$ cat src/av_stamp_pkg.sv
// Constants, types and helpers shared by the AV stamp device end and the codec end.
// What this block does
// RULE_01: Audio features enabled only by control bit 30.
// RULE_02: Audio mode: frame sync rise queues a stamp.
// RULE_03: Stamp nibble adds delay plus two; offset copied.
// RULE_04: Audio stamps leave oldest first, payload packets only.
// RULE_05: Audio stamp waits for next non-empty packet.
// RULE_06: Drop stamp less than one cycle ahead.
// RULE_07: Transmit queue four deep, receive queue six.
// RULE_08: Full receive queue overwrites its newest entry.
// RULE_09: Queue full or corrupt: flush, raise overflow.
// RULE_10: Sync-flag pin mirrored, sent with its block.
// RULE_11: Receive sync flag shown with first byte.
// RULE_12: Six buffer sizes set through indirect space.
// RULE_13: Software resets traffic after resizing buffers.
// RULE_14: Sizes in 64-quadlet steps, 64 quadlets to 11kB.
// RULE_15: Software keeps buffer total within 3K quadlets.
// RULE_16: Reset sizes: async 256, isochronous 1024 quadlets.
// RULE_17: MPEG-2 transport should keep default isochronous sizes.
// RULE_18: Stamp delay two to four cycles, default three.
// RULE_19: Outside audio, stamp goes on next cycle.
// RULE_20: Receive frame sync pulses when head matches timer.
// RULE_21: Overflow flag is bit 14 at 0x04C.
// RULE_22: Stamp nibble sum wraps modulo sixteen.
package av_stamp_pkg;
  // Register byte offsets on the host port.
  localparam logic [7:0] TX_PKT_CTL_OFS = 8'h20;
  localparam logic [7:0] TX_CTL_OFS = 8'h34;
  localparam logic [7:0] IRQ_OFS = 8'h4C;
  localparam logic [7:0] STAT_OFS = 8'h50;
  localparam logic [7:0] IND_ADDR_OFS = 8'hF8;
  localparam logic [7:0] IND_DATA_OFS = 8'hFC;
  // Field positions.
  localparam int AUDIO_BIT = 30;
  localparam int DELAY_LSB = 5;
  localparam int SY_BIT = 0;
  localparam int OVF_BIT = 14;
  localparam int CHG_BIT = 0;
  localparam int POOL_BIT = 1;
  localparam int TXCNT_LSB = 4;
  localparam int RXCNT_LSB = 8;
  localparam int UNIT_LSB = 6;
  // Delay field: value plus two cycles, field 3 meaning four cycles.
  localparam logic [1:0] DELAY_RESET = 2'h1;
  localparam logic [1:0] DELAY_MAX_CODE = 2'h2;
  localparam logic [3:0] DELAY_BASE = 4'h2;
  localparam logic [3:0] AUDIO_EXTRA = 4'h2;
  // Stamp arithmetic.
  localparam logic [3:0] AHEAD_WINDOW = 4'h8;
  localparam logic [3:0] AHEAD_MIN = 4'h1;
  localparam logic [11:0] CYC_OFS_LIMIT = 12'hC00;
  // Queue depths.
  localparam logic [2:0] TXQ_DEPTH = 3'h4;
  localparam logic [2:0] RXQ_DEPTH = 3'h6;
  // Buffer pool in units of 64 quadlets.
  localparam int NUM_BUFS = 6;
  localparam logic [8:0] IND_BUF_BASE = 9'h100;
  localparam logic [9:0] UNIT_MIN = 10'h001;
  localparam logic [9:0] UNIT_MAX = 10'h02C;
  localparam logic [8:0] POOL_UNITS = 9'h030;
  localparam logic [5:0] ASYNC_RESET_UNITS = 6'h04;
  localparam logic [5:0] ISO_RESET_UNITS = 6'h10;
  localparam int ISO_TX_BUF = 4;
  // AV port clock made by the codec end.
  localparam int CLK_PERIOD_NS = 100;
  localparam int AV_PERIOD_NS = 800;
  localparam logic [2:0] AV_HALF_CYCLES = 3'(AV_PERIOD_NS / CLK_PERIOD_NS / 2);

  typedef logic [15:0] stamp_t;

  // Circular index step shared by both stamp queues.
  function automatic logic [2:0] next_idx(input logic [2:0] idx, input logic [2:0] depth);
    next_idx = (idx == depth - 3'h1) ? 3'h0 : idx + 3'h1;
  endfunction
endpackage

$ cat src/av_pins_if.sv
// AV port pins joining the device end and the codec end.
`timescale 1ns/1ps
interface av_pins_if;
  logic av_port_clock;
  logic av_frame_sync_pin;
  logic av_frame_flag_pin;
  logic av_valid;
  logic [7:0] av_data;
  logic av_frame_sync_out;
  logic av_frame_flag_out;

  modport device (
    input av_port_clock,
    input av_frame_sync_pin,
    input av_frame_flag_pin,
    input av_valid,
    input av_data,
    output av_frame_sync_out,
    output av_frame_flag_out
  );

  modport codec (
    output av_port_clock,
    output av_frame_sync_pin,
    output av_frame_flag_pin,
    output av_valid,
    output av_data,
    input av_frame_sync_out,
    input av_frame_flag_out
  );
endinterface

$ cat src/av_stamp_device.sv
// Device end: stamp queues, sync flag handling and buffer size registers.
`timescale 1ns/1ps
module av_stamp_device (
  input wire logic clk, // System clock, 10 MHz.
  input wire logic resetn, // Synchronous reset, active low.
  av_pins_if.device av, // AV port pins.
  input wire logic [7:0] reg_addr, // Register byte address.
  input wire logic [31:0] reg_wdata, // Register write data.
  input wire logic reg_we, // Write strobe.
  input wire logic reg_re, // Read strobe.
  output logic [31:0] reg_rdata, // Read data, cycle after the strobe.
  input wire logic [15:0] cycle_time_value, // Bus cycle timer, count and offset.
  input wire logic tx_packet_start, // Transmitter opens an iso packet.
  input wire logic tx_payload_nonempty, // That packet carries data.
  output logic tx_stamp_valid, // Stamp attached to this packet.
  output logic [15:0] tx_stamp, // Stamp value.
  output logic tx_block_valid, // Captured AV byte strobe.
  output logic [7:0] tx_block_data, // Captured AV byte.
  output logic tx_block_sy, // Sync flag travelling with the byte.
  input wire logic rx_stamp_valid, // Receiver delivers a stamp.
  input wire logic [15:0] rx_stamp, // Received stamp.
  input wire logic rx_first_byte, // First byte of a packet leaves the port.
  input wire logic rx_packet_sy // Sync flag of that packet.
);
  localparam int NUM_BUFS = av_stamp_pkg::NUM_BUFS;
  logic fs_meta_q, fs_sync_q, fs_prev_q;
  logic sy_meta_q, sy_sync_q;
  logic ck_meta_q, ck_sync_q, ck_prev_q;
  logic vld_meta_q, vld_sync_q;
  logic [7:0] dat_meta_q, dat_sync_q;
  logic audio_q;
  logic [1:0] delay_q;
  logic [8:0] ind_addr_q;
  logic [5:0] buf_units_q [NUM_BUFS];
  logic ovf_q, chg_q;
  av_stamp_pkg::stamp_t txq_mem [4];
  logic [2:0] txq_rd_q, txq_wr_q, txq_cnt_q;
  av_stamp_pkg::stamp_t rxq_mem [6];
  logic [2:0] rxq_rd_q, rxq_wr_q, rxq_last_q, rxq_cnt_q;
  logic fsync_out_q, flag_out_q;
  logic fs_rise, ck_rise, tx_pop, tx_ovf, rx_match, rx_corrupt, rx_full, rx_ovf;
  logic ind_hit;
  logic [2:0] ind_idx;
  logic [3:0] stamp_nib;
  logic [8:0] pool_units;
  logic [31:0] rd_mux;

  // Pins cross from the AV domain through two flops before any use.
  always_ff @(posedge clk)
  begin
    if (!resetn)
    begin
      fs_meta_q <= 1'b0;
      fs_sync_q <= 1'b0;
      fs_prev_q <= 1'b0;
      sy_meta_q <= 1'b0;
      sy_sync_q <= 1'b0;
      ck_meta_q <= 1'b0;
      ck_sync_q <= 1'b0;
      ck_prev_q <= 1'b0;
      vld_meta_q <= 1'b0;
      vld_sync_q <= 1'b0;
      dat_meta_q <= 8'h00;
      dat_sync_q <= 8'h00;
    end
    else
    begin
      fs_meta_q <= av.av_frame_sync_pin;
      fs_sync_q <= fs_meta_q;
      fs_prev_q <= fs_sync_q;
      sy_meta_q <= av.av_frame_flag_pin;
      sy_sync_q <= sy_meta_q;
      ck_meta_q <= av.av_port_clock;
      ck_sync_q <= ck_meta_q;
      ck_prev_q <= ck_sync_q;
      vld_meta_q <= av.av_valid;
      vld_sync_q <= vld_meta_q;
      dat_meta_q <= av.av_data;
      dat_sync_q <= dat_meta_q;
    end
  end

  assign fs_rise = fs_sync_q & ~fs_prev_q; // see RULE_02
  assign ck_rise = ck_sync_q & ~ck_prev_q;

  // Delay code 0..2 gives 2..4 cycles; code 3 is held at four cycles.
  function automatic logic [3:0] delay_cycles(input logic [1:0] code);
    logic [1:0] c;
    c = (code > av_stamp_pkg::DELAY_MAX_CODE) ? av_stamp_pkg::DELAY_MAX_CODE : code;
    delay_cycles = av_stamp_pkg::DELAY_BASE + {2'h0, c}; // see RULE_18
  endfunction

  // A stamp must point at least one whole bus cycle past the timer.
  function automatic logic in_future(input logic [15:0] s, input logic [15:0] now);
    logic [3:0] dn;
    dn = s[15:12] - now[15:12];
    in_future = (dn > av_stamp_pkg::AHEAD_MIN && dn < av_stamp_pkg::AHEAD_WINDOW)
      || (dn == av_stamp_pkg::AHEAD_MIN && s[11:0] >= now[11:0]);
  endfunction

  // Four-bit sum wraps by width; audio mode adds its extra two cycles.
  assign stamp_nib = 4'(cycle_time_value[15:12] + delay_cycles(delay_q)
    + (audio_q ? av_stamp_pkg::AUDIO_EXTRA : 4'h0)); // see RULE_03 RULE_22 RULE_01

  // Audio mode pops only on payload packets; otherwise on every packet.
  assign tx_pop = tx_packet_start && (txq_cnt_q != 3'h0)
    && (!audio_q || tx_payload_nonempty); // see RULE_04 RULE_05 RULE_19
  assign tx_ovf = fs_rise && !tx_pop && (txq_cnt_q == av_stamp_pkg::TXQ_DEPTH); // see RULE_09

  // Transmit stamp queue, four entries of flops.
  always_ff @(posedge clk)
  begin
    if (!resetn)
    begin
      txq_rd_q <= 3'h0;
      txq_wr_q <= 3'h0;
      txq_cnt_q <= 3'h0;
    end
    else if (tx_ovf)
    begin
      txq_rd_q <= 3'h0; // see RULE_09
      txq_wr_q <= 3'h0;
      txq_cnt_q <= 3'h0;
    end
    else
    begin
      if (fs_rise)
      begin
        txq_mem[txq_wr_q[1:0]] <= {stamp_nib, cycle_time_value[11:0]}; // see RULE_03
        txq_wr_q <= av_stamp_pkg::next_idx(txq_wr_q, av_stamp_pkg::TXQ_DEPTH); // see RULE_07
      end
      if (tx_pop)
        txq_rd_q <= av_stamp_pkg::next_idx(txq_rd_q, av_stamp_pkg::TXQ_DEPTH); // see RULE_04
      txq_cnt_q <= txq_cnt_q + {2'h0, fs_rise} - {2'h0, tx_pop};
    end
  end

  // Stamp handed to the transmitter for one cycle; stale ones are dropped.
  always_ff @(posedge clk)
  begin
    if (!resetn)
    begin
      tx_stamp_valid <= 1'b0;
      tx_stamp <= 16'h0000;
    end
    else
    begin
      tx_stamp_valid <= tx_pop
        && in_future(txq_mem[txq_rd_q[1:0]], cycle_time_value); // see RULE_06
      if (tx_pop)
        tx_stamp <= txq_mem[txq_rd_q[1:0]];
    end
  end

  assign rx_match = (rxq_cnt_q != 3'h0) && (rxq_mem[rxq_rd_q] == cycle_time_value);
  assign rx_corrupt = rx_stamp_valid && (rx_stamp[11:0] >= av_stamp_pkg::CYC_OFS_LIMIT);
  assign rx_full = (rxq_cnt_q == av_stamp_pkg::RXQ_DEPTH) && !rx_match;
  assign rx_ovf = rx_corrupt;

  // Receive stamp queue, six entries; a corrupt stamp flushes it.
  always_ff @(posedge clk)
  begin
    if (!resetn)
    begin
      rxq_rd_q <= 3'h0;
      rxq_wr_q <= 3'h0;
      rxq_last_q <= 3'h0;
      rxq_cnt_q <= 3'h0;
    end
    else if (rx_corrupt)
    begin
      rxq_rd_q <= 3'h0; // see RULE_09
      rxq_wr_q <= 3'h0;
      rxq_last_q <= 3'h0;
      rxq_cnt_q <= 3'h0;
    end
    else
    begin
      if (rx_stamp_valid && rx_full)
        rxq_mem[rxq_last_q] <= rx_stamp; // see RULE_08
      else if (rx_stamp_valid)
      begin
        rxq_mem[rxq_wr_q] <= rx_stamp;
        rxq_last_q <= rxq_wr_q;
        rxq_wr_q <= av_stamp_pkg::next_idx(rxq_wr_q, av_stamp_pkg::RXQ_DEPTH); // see RULE_07
      end
      if (rx_match)
        rxq_rd_q <= av_stamp_pkg::next_idx(rxq_rd_q, av_stamp_pkg::RXQ_DEPTH);
      rxq_cnt_q <= rxq_cnt_q + {2'h0, rx_stamp_valid && !rx_full} - {2'h0, rx_match};
    end
  end

  // Frame sync out is a one-clock pulse, not tied to the AV port clock.
  always_ff @(posedge clk)
  begin
    if (!resetn)
      fsync_out_q <= 1'b0;
    else
      fsync_out_q <= rx_match; // see RULE_20
  end

  // Receive flag stands for the AV cycle of the first byte, then drops.
  always_ff @(posedge clk)
  begin
    if (!resetn)
      flag_out_q <= 1'b0;
    else if (rx_first_byte)
      flag_out_q <= rx_packet_sy; // see RULE_11
    else if (ck_rise)
      flag_out_q <= 1'b0;
  end

  assign av.av_frame_sync_out = fsync_out_q;
  assign av.av_frame_flag_out = flag_out_q;

  // Each AV byte is taken on the port clock rise with its sync flag.
  always_ff @(posedge clk)
  begin
    if (!resetn)
    begin
      tx_block_valid <= 1'b0;
      tx_block_data <= 8'h00;
      tx_block_sy <= 1'b0;
    end
    else
    begin
      tx_block_valid <= ck_rise && vld_sync_q;
      if (ck_rise && vld_sync_q)
      begin
        tx_block_data <= dat_sync_q;
        tx_block_sy <= sy_sync_q; // see RULE_10
      end
    end
  end

  assign ind_idx = ind_addr_q[4:2];
  assign ind_hit = ind_addr_q[8] && (ind_addr_q[7:5] == 3'h0) && (ind_addr_q[1:0] == 2'h0)
    && (ind_idx < 3'(NUM_BUFS)); // see RULE_12

  // Size written in quadlets, rounded down to 64 and held inside limits.
  function automatic logic [5:0] clamp_units(input logic [9:0] u);
    if (u < av_stamp_pkg::UNIT_MIN)
      clamp_units = av_stamp_pkg::UNIT_MIN[5:0];
    else if (u > av_stamp_pkg::UNIT_MAX)
      clamp_units = av_stamp_pkg::UNIT_MAX[5:0];
    else
      clamp_units = u[5:0];
  endfunction

  // Host-written control fields and buffer sizes.
  always_ff @(posedge clk)
  begin
    if (!resetn)
    begin
      audio_q <= 1'b0;
      delay_q <= av_stamp_pkg::DELAY_RESET; // see RULE_18
      ind_addr_q <= 9'h000;
      for (int i = 0; i < NUM_BUFS; i++)
        buf_units_q[i] <= (i >= av_stamp_pkg::ISO_TX_BUF) ? av_stamp_pkg::ISO_RESET_UNITS
          : av_stamp_pkg::ASYNC_RESET_UNITS; // see RULE_16
    end
    else if (reg_we)
    begin
      if (reg_addr == av_stamp_pkg::TX_PKT_CTL_OFS)
      begin
        audio_q <= reg_wdata[av_stamp_pkg::AUDIO_BIT]; // see RULE_01
        delay_q <= reg_wdata[av_stamp_pkg::DELAY_LSB +: 2];
      end
      if (reg_addr == av_stamp_pkg::IND_ADDR_OFS)
        ind_addr_q <= reg_wdata[8:0];
      if (reg_addr == av_stamp_pkg::IND_DATA_OFS && ind_hit)
        buf_units_q[ind_idx] <=
          clamp_units(reg_wdata[av_stamp_pkg::UNIT_LSB +: 10]); // see RULE_14
    end
  end

  // Sticky flags: a setting event wins over a clear in the same cycle.
  always_ff @(posedge clk)
  begin
    if (!resetn)
    begin
      ovf_q <= 1'b0;
      chg_q <= 1'b0;
    end
    else
    begin
      ovf_q <= tx_ovf || rx_ovf || (ovf_q && !(reg_we && reg_addr == av_stamp_pkg::IRQ_OFS
        && reg_wdata[av_stamp_pkg::OVF_BIT])); // see RULE_09 RULE_21
      chg_q <= (reg_we && reg_addr == av_stamp_pkg::IND_DATA_OFS && ind_hit)
        || (chg_q && !(reg_we && reg_addr == av_stamp_pkg::STAT_OFS
        && reg_wdata[av_stamp_pkg::CHG_BIT])); // see RULE_13
    end
  end

  // Pool total lets software see an oversubscribed buffer plan.
  always_comb
  begin
    pool_units = 9'h000;
    for (int i = 0; i < NUM_BUFS; i++)
      pool_units = pool_units + {3'h0, buf_units_q[i]}; // see RULE_15
  end

  // Read multiplexer; unmapped addresses read zero.
  always_comb
  begin
    rd_mux = 32'h0000_0000;
    case (reg_addr)
      av_stamp_pkg::TX_PKT_CTL_OFS:
      begin
        rd_mux[av_stamp_pkg::AUDIO_BIT] = audio_q;
        rd_mux[av_stamp_pkg::DELAY_LSB +: 2] = delay_q;
      end
      av_stamp_pkg::TX_CTL_OFS: rd_mux[av_stamp_pkg::SY_BIT] = sy_sync_q; // see RULE_10
      av_stamp_pkg::IRQ_OFS: rd_mux[av_stamp_pkg::OVF_BIT] = ovf_q;
      av_stamp_pkg::STAT_OFS:
      begin
        rd_mux[av_stamp_pkg::CHG_BIT] = chg_q;
        rd_mux[av_stamp_pkg::POOL_BIT] = pool_units > av_stamp_pkg::POOL_UNITS;
        rd_mux[av_stamp_pkg::TXCNT_LSB +: 3] = txq_cnt_q;
        rd_mux[av_stamp_pkg::RXCNT_LSB +: 3] = rxq_cnt_q;
      end
      av_stamp_pkg::IND_ADDR_OFS: rd_mux[8:0] = ind_addr_q;
      av_stamp_pkg::IND_DATA_OFS:
        if (ind_hit)
          rd_mux[av_stamp_pkg::UNIT_LSB +: 6] = buf_units_q[ind_idx];
      default: rd_mux = 32'h0000_0000;
    endcase
  end

  // Read data stands only in the cycle after the strobe.
  always_ff @(posedge clk)
  begin
    if (!resetn)
      reg_rdata <= 32'h0000_0000;
    else
      reg_rdata <= reg_re ? rd_mux : 32'h0000_0000;
  end
endmodule // av_stamp_device

$ cat src/flat_wrapper.sv
// flat-port wrapper written by rule: the top's interface ports become plain ports
module av_stamp_device_flat 
  (clk, resetn, reg_addr, reg_wdata, reg_we, reg_re, reg_rdata, cycle_time_value, tx_packet_start, tx_payload_nonempty, tx_stamp_valid, tx_stamp, tx_block_valid, tx_block_data, tx_block_sy, rx_stamp_valid, rx_stamp, rx_first_byte, rx_packet_sy, av_av_port_clock, av_av_frame_sync_pin, av_av_frame_flag_pin, av_av_valid, av_av_data, av_av_frame_sync_out, av_av_frame_flag_out);
  av_pins_if av_i ();
  input wire logic clk;
  input wire logic resetn;
  input wire logic [7:0] reg_addr;
  input wire logic [31:0] reg_wdata;
  input wire logic reg_we;
  input wire logic reg_re;
  output logic [31:0] reg_rdata;
  input wire logic [15:0] cycle_time_value;
  input wire logic tx_packet_start;
  input wire logic tx_payload_nonempty;
  output logic tx_stamp_valid;
  output logic [15:0] tx_stamp;
  output logic tx_block_valid;
  output logic [7:0] tx_block_data;
  output logic tx_block_sy;
  input wire logic rx_stamp_valid;
  input wire logic [15:0] rx_stamp;
  input wire logic rx_first_byte;
  input wire logic rx_packet_sy;
  input wire logic [$bits(av_i.av_port_clock)-1:0] av_av_port_clock;
  input wire logic [$bits(av_i.av_frame_sync_pin)-1:0] av_av_frame_sync_pin;
  input wire logic [$bits(av_i.av_frame_flag_pin)-1:0] av_av_frame_flag_pin;
  input wire logic [$bits(av_i.av_valid)-1:0] av_av_valid;
  input wire logic [$bits(av_i.av_data)-1:0] av_av_data;
  output wire logic [$bits(av_i.av_frame_sync_out)-1:0] av_av_frame_sync_out;
  output wire logic [$bits(av_i.av_frame_flag_out)-1:0] av_av_frame_flag_out;
  assign av_i.av_port_clock = av_av_port_clock;
  assign av_i.av_frame_sync_pin = av_av_frame_sync_pin;
  assign av_i.av_frame_flag_pin = av_av_frame_flag_pin;
  assign av_i.av_valid = av_av_valid;
  assign av_i.av_data = av_av_data;
  assign av_av_frame_sync_out = av_i.av_frame_sync_out;
  assign av_av_frame_flag_out = av_i.av_frame_flag_out;
  av_stamp_device u_core (.clk(clk), .resetn(resetn), .av(av_i), .reg_addr(reg_addr), .reg_wdata(reg_wdata), .reg_we(reg_we), .reg_re(reg_re), .reg_rdata(reg_rdata), .cycle_time_value(cycle_time_value), .tx_packet_start(tx_packet_start), .tx_payload_nonempty(tx_payload_nonempty), .tx_stamp_valid(tx_stamp_valid), .tx_stamp(tx_stamp), .tx_block_valid(tx_block_valid), .tx_block_data(tx_block_data), .tx_block_sy(tx_block_sy), .rx_stamp_valid(rx_stamp_valid), .rx_stamp(rx_stamp), .rx_first_byte(rx_first_byte), .rx_packet_sy(rx_packet_sy));
endmodule
$ cat config.mk
export PLATFORM = sky130hd
export DESIGN_NAME = av_stamp_device_flat
export DESIGN_NICKNAME = d
export VERILOG_FILES = /design/src/av_stamp_pkg.sv /design/src/av_pins_if.sv /design/src/av_stamp_device.sv /design/src/flat_wrapper.sv
export SDC_FILE = /design/constraint.sdc
export NUM_CORES = 1
export LEC_CHECK = 0
export BUFFER_PORTS_ARGS = -buffer_cell sky130_fd_sc_hd__buf_2
export CORE_ASPECT_RATIO = 1.75
export CORE_MARGIN = 1
export CORE_UTILIZATION = 30
export DETAILED_ROUTE_END_ITERATION = 6
export GPL_TIMING_DRIVEN = 0
export PLACE_DENSITY = 0.55
export SYNTH_ARGS = -nofsm -noshare
export SYNTH_HDL_FRONTEND = slang
export SYNTH_SLANG_ARGS = --single-unit
$ cat constraint.sdc
create_clock -name clk -period 5.03 [get_ports clk]
set_input_delay 0.7545 -clock clk [delete_from_list [all_inputs] [get_ports clk]]
set_output_delay 0.7545 -clock clk [all_outputs]
set_load 0.05 [all_outputs]
==> key figures <==
CTS
  • Max clock buf depth: 3
  • Post-CTS setup buffer count: 0
  • Post-CTS Hold Buffers: 0
  • # resized after CTS: 0
  • H-tree levels: 1
  • Clock sink total: 320
  • Cts bufs inserted: 30
  • CTS tree: yes
  • Clock-pin transition on the worst setup and hold timing paths: roughly 0.07 ns
  • Worst skew pair latency: a little under 0.6 ns
  • CTS root buffer: clkbuf_16

Global routing
  • Largest net degree at the start of global routing: 17
  • GRT overflow: 0
  • Initial antenna violation count: 1
  • First-pass GRT wire length: ~56,000 um
  • Vias in the first global route: 9,392
  • Total track usage: approximately 15%

Floorplanning
  • Core box area: between 0.04 and 0.05 mm^2
  • Die span in x: about 170 um
  • Num rows: 105
  • Starting Density: a little over 30%
  • Die area: 0.0487 mm^2
  • Die Ht: approximately 290 um
  • Ports: roughly 150

Synthesis
  • Compound-Gate Fraction of Synth Area: roughly 5.6%
  • Ys async rst share: 0%
  • Largest family of logic cells by synthesized area: simple AND/OR/NAND/NOR gates
  • Post-synthesis area per instance: 12.9 um^2
  • Syn Inst Count: about 1,100
  • Synth Cell Area: between 0.01 and 0.015 mm^2
  • Simple-Gate Fraction of Synth Area: 11.4%
  • Top FF cell, synth: edfxtp_1
  • Post-synth EDFFs: ~210
  • Post-Synth XOR/XNOR Area: under 10%
  • Post-synth cell types: 70
  • Post-synthesis register bit count: 320
  • Sequential fraction of the synthesis area: roughly three fifths
  • Multiplexer share of the synthesized area: 9.29%
  • Yosys Warn Count: 0
  • Post-synthesis adder-cell area fraction: 7.19%

Timing
  • Unrepaired setup endpoints after global routing: no
  • Max_slew headroom: under 10%
  • Hold Vio Cnt, Final: 0
  • Slew Viols, Final: 0
  • Final TNS setup: 0 ns
  • Period Utilization, post-route: between 80% and 90%
  • Final setup fails: 0
  • Skew final: between 0.02 and 0.03 ns
  • Worst-Margin Slew: around 1.3 ns
  • Achievable frequency: 0.223 GHz
  • Final min period: 4.49 ns

Layout
  • Most common cell after layout, fill and taps aside: edfxtp_1
  • Fillcell total: 4,640
  • Antenna diode count: 0
  • Share of layout cells above drive strength 1: a little under a fifth
  • Post-layout util: a little over a third
  • Area growth syn-to-layout: 17.3%
  • Area of the multi-input gates: ~0.0054 mm^2
  • Final-stage net count: between 1,000 and 1,500
  • Commonest cells after routing, fill and taps aside: edfxtp_1, buf_2, dfxtp_1
  • Storage cell area: 0.00849 mm^2

Drt
  • Drt first-iter violations: 428
  • Via-to-Cell Ratio: around 4.8
  • Detailed Route WL: approximately 37,000 um
  • 1st-pass router iterations: 5
  • Vias after detailed routing: 9,078
  • Residual DRC count: 0
  • Avg WL per Cell: between 15 and 20 um
  • ANT nets after route: 0

Pwr
  • Leakage: 6.21 nW
  • PD cells: about 370 mW/mm^2
  • Comb pwr share: 16.1%
  • Switching Share: a little over a quarter
  • Power share of the sequential group: between 40% and 50%
  • Maximum vdd drop: 214 uV
  • Clock power frac: around 37%
  • Switching power of the nets: roughly 0.0017 W
  • Power Internal: 0.00454 W

Setup path
  • CP max FO: 3
  • Critical Path RT: approximately 5.5 ns
  • Worst EP arrival: ~5 ns
  • Crit. End Element: flop
  • Critical path startpoint category: flop
  • Crit Path Class: reg -> reg

Run status
  • Outcome: completed

Flow run
  • Max-cap violations: 0

Place
  • Final GP Congestion: 0.895
  • Number of port buffers: ~120
  • DP HPWL: around 29,000 um

Hold path
  • Worst min path class: in -> reg
[per-layer routing]
layer / global-route usage (%) / vias up / routed length, um
met4: 5.62 / 0 / 1230
li1: - / 4310 / -
met1: 15.4 / 4497 / 13200
met3: 1.65 / 53 / 1290
met2: 31.3 / 218 / 21300
met5: 0 / - / 0
[kinds of logic (layout without fill, tap and decap cells)]
kind of cell / Yosys count / in the layout
other: 1 / 30
and+or+nand+nor: 328 / 328
adders and majority gates: 68 / 68
xor gates and xnor gates: 47 / 47
DFF: 320 / 320
buffers and inverters: 135 / 310
AOI/OAI and AO/OA: 126 / 126
muxes: 88 / 88
[synthesized netlist by cell type (3+ instances only)]
cell | instances | area (um^2)
a21o_1 | 10 | 75.1
buf_4 | 19 | 143
nor3_1 | 10 | 50.1
o21ai_0 | 7 | 35.0
xnor2_1 | 35 | 307
nand4_1 | 3 | 18.8
nand2_1 | 97 | 364
a22oi_1 | 11 | 82.6
inv_1 | 72 | 270
mux4_2 | 34 | 766
fa_1 | 24 | 480
edfxtp_1 | 208 | 6250
nor2_1 | 66 | 248
clkbuf_1 | 31 | 116
nor3b_1 | 8 | 60.1
mux2_1 | 3 | 33.8
ha_1 | 44 | 551
nand3b_1 | 6 | 45.0
nand4b_1 | 6 | 52.6
or3_1 | 6 | 37.5
nor2b_1 | 10 | 62.6
a211oi_1 | 3 | 22.5
mux2_2 | 9 | 101
nor4_1 | 11 | 68.8
and2_1 | 33 | 206
buf_1 | 4 | 15.0
xor2_1 | 11 | 96.3
o22ai_1 | 3 | 18.8
and3_1 | 8 | 50.1
o21ai_1 | 4 | 20.0
nand2b_1 | 7 | 43.8
buf_6 | 5 | 56.3
mux2i_1 | 40 | 400
nand3_1 | 48 | 240
a31oi_1 | 3 | 18.8
dfxtp_1 | 112 | 2240
a21oi_1 | 60 | 300
[cell type report]
| class | count | share of cell area, % |
|---|---|---|
| plain buffers | 61 | 2.02 |
| inverters | 74 | 1.65 |
| multi-input cells | 687 | 31.9 |
| flip-flops and latches | 320 | 50.5 |
| clock inverters | 22 | 1.26 |
| repair buffers | 119 | 3.62 |
| well taps | 588 | 4.37 |
| clock buffers | 34 | 4.67 |
[through the flow]
step           power, W  instances  hold WS, ns  cell area [um^2]  worst slack (ns)
4_1_cts         0.00634       1905        0.327             16800             0.474
2_1_floorplan   0.00372       1142        0.406             14400             0.968
3_5_place_dp    0.00403       1849        0.421             15800             0.501
3_3_place_gp    0.00401       1847        0.415             15800             0.180
6_report        0.00625       1905        0.369             16800             0.542
5_1_grt         0.00652       1905        0.354             16800             0.259
[flip-flops by register name (all words and copies together) (netlist names), 2 cells and up, named ones only]
signal / flops
u_core.rxq_mem: 96
u_core.txq_mem: 64
u_core.buf_units_q: 48
u_core.tx_stamp: 16
u_core.reg_rdata: 14
u_core.ind_addr_q: 9
u_core.dat_meta_q: 8
u_core.dat_sync_q: 8
u_core.tx_block_data: 8
u_core.rxq_cnt_q: 3
u_core.rxq_last_q: 3
u_core.rxq_rd_q: 3
u_core.rxq_wr_q: 3
u_core.txq_cnt_q: 3
u_core.txq_rd_q: 3
u_core.txq_wr_q: 3
u_core.delay_q: 2
[worst max-delay path: stages (launching register included)]
cell,delay [ns]
edfxtp_1,0.39
ha_1,0.24
fa_1,0.41
a21oi_1,0.19
nor2_1,0.05
nor2_1,0.18
xnor2_1,0.16
fa_1,0.46
fa_1,0.51
inv_1,0.05
fa_1,0.50
inv_1,0.05
ha_1,0.32
a21oi_1,0.24
xnor2_1,0.10
nand3_1,0.09
o2111ai_1,0.18
a22oi_1,0.19
nor2_1,0.05
[path summary, 6_finish.rpt]
check                                    startpoint                         endpoint  slack [ns]  cells after the start
max          u_core.buf_units_q[1][0]$_SDFFCE_PN0P_   u_core.reg_rdata[1]$_SDFF_PN0_        0.54                     18
min                                   av_av_data[2]  u_core.dat_meta_q[2]$_SDFF_PN0_        0.37                      2
max reg2reg  u_core.buf_units_q[1][0]$_SDFFCE_PN0P_   u_core.reg_rdata[1]$_SDFF_PN0_        0.54                     18
min reg2reg         u_core.dat_meta_q[6]$_SDFF_PN0_  u_core.dat_sync_q[6]$_SDFF_PN0_        0.43                      1
[power groups by stage]
stage          Combinational, W  Clock (W)  Sequential, W
2_1_floorplan          0.000614          0        0.00310
3_3_place_gp            0.00100          0        0.00300
3_5_place_dp            0.00103          0        0.00301
4_1_cts                 0.00103    0.00236        0.00295
5_1_grt                 0.00112    0.00245        0.00296
6_report                0.00101    0.00229        0.00295
Power figures use the tool's default switching activity.
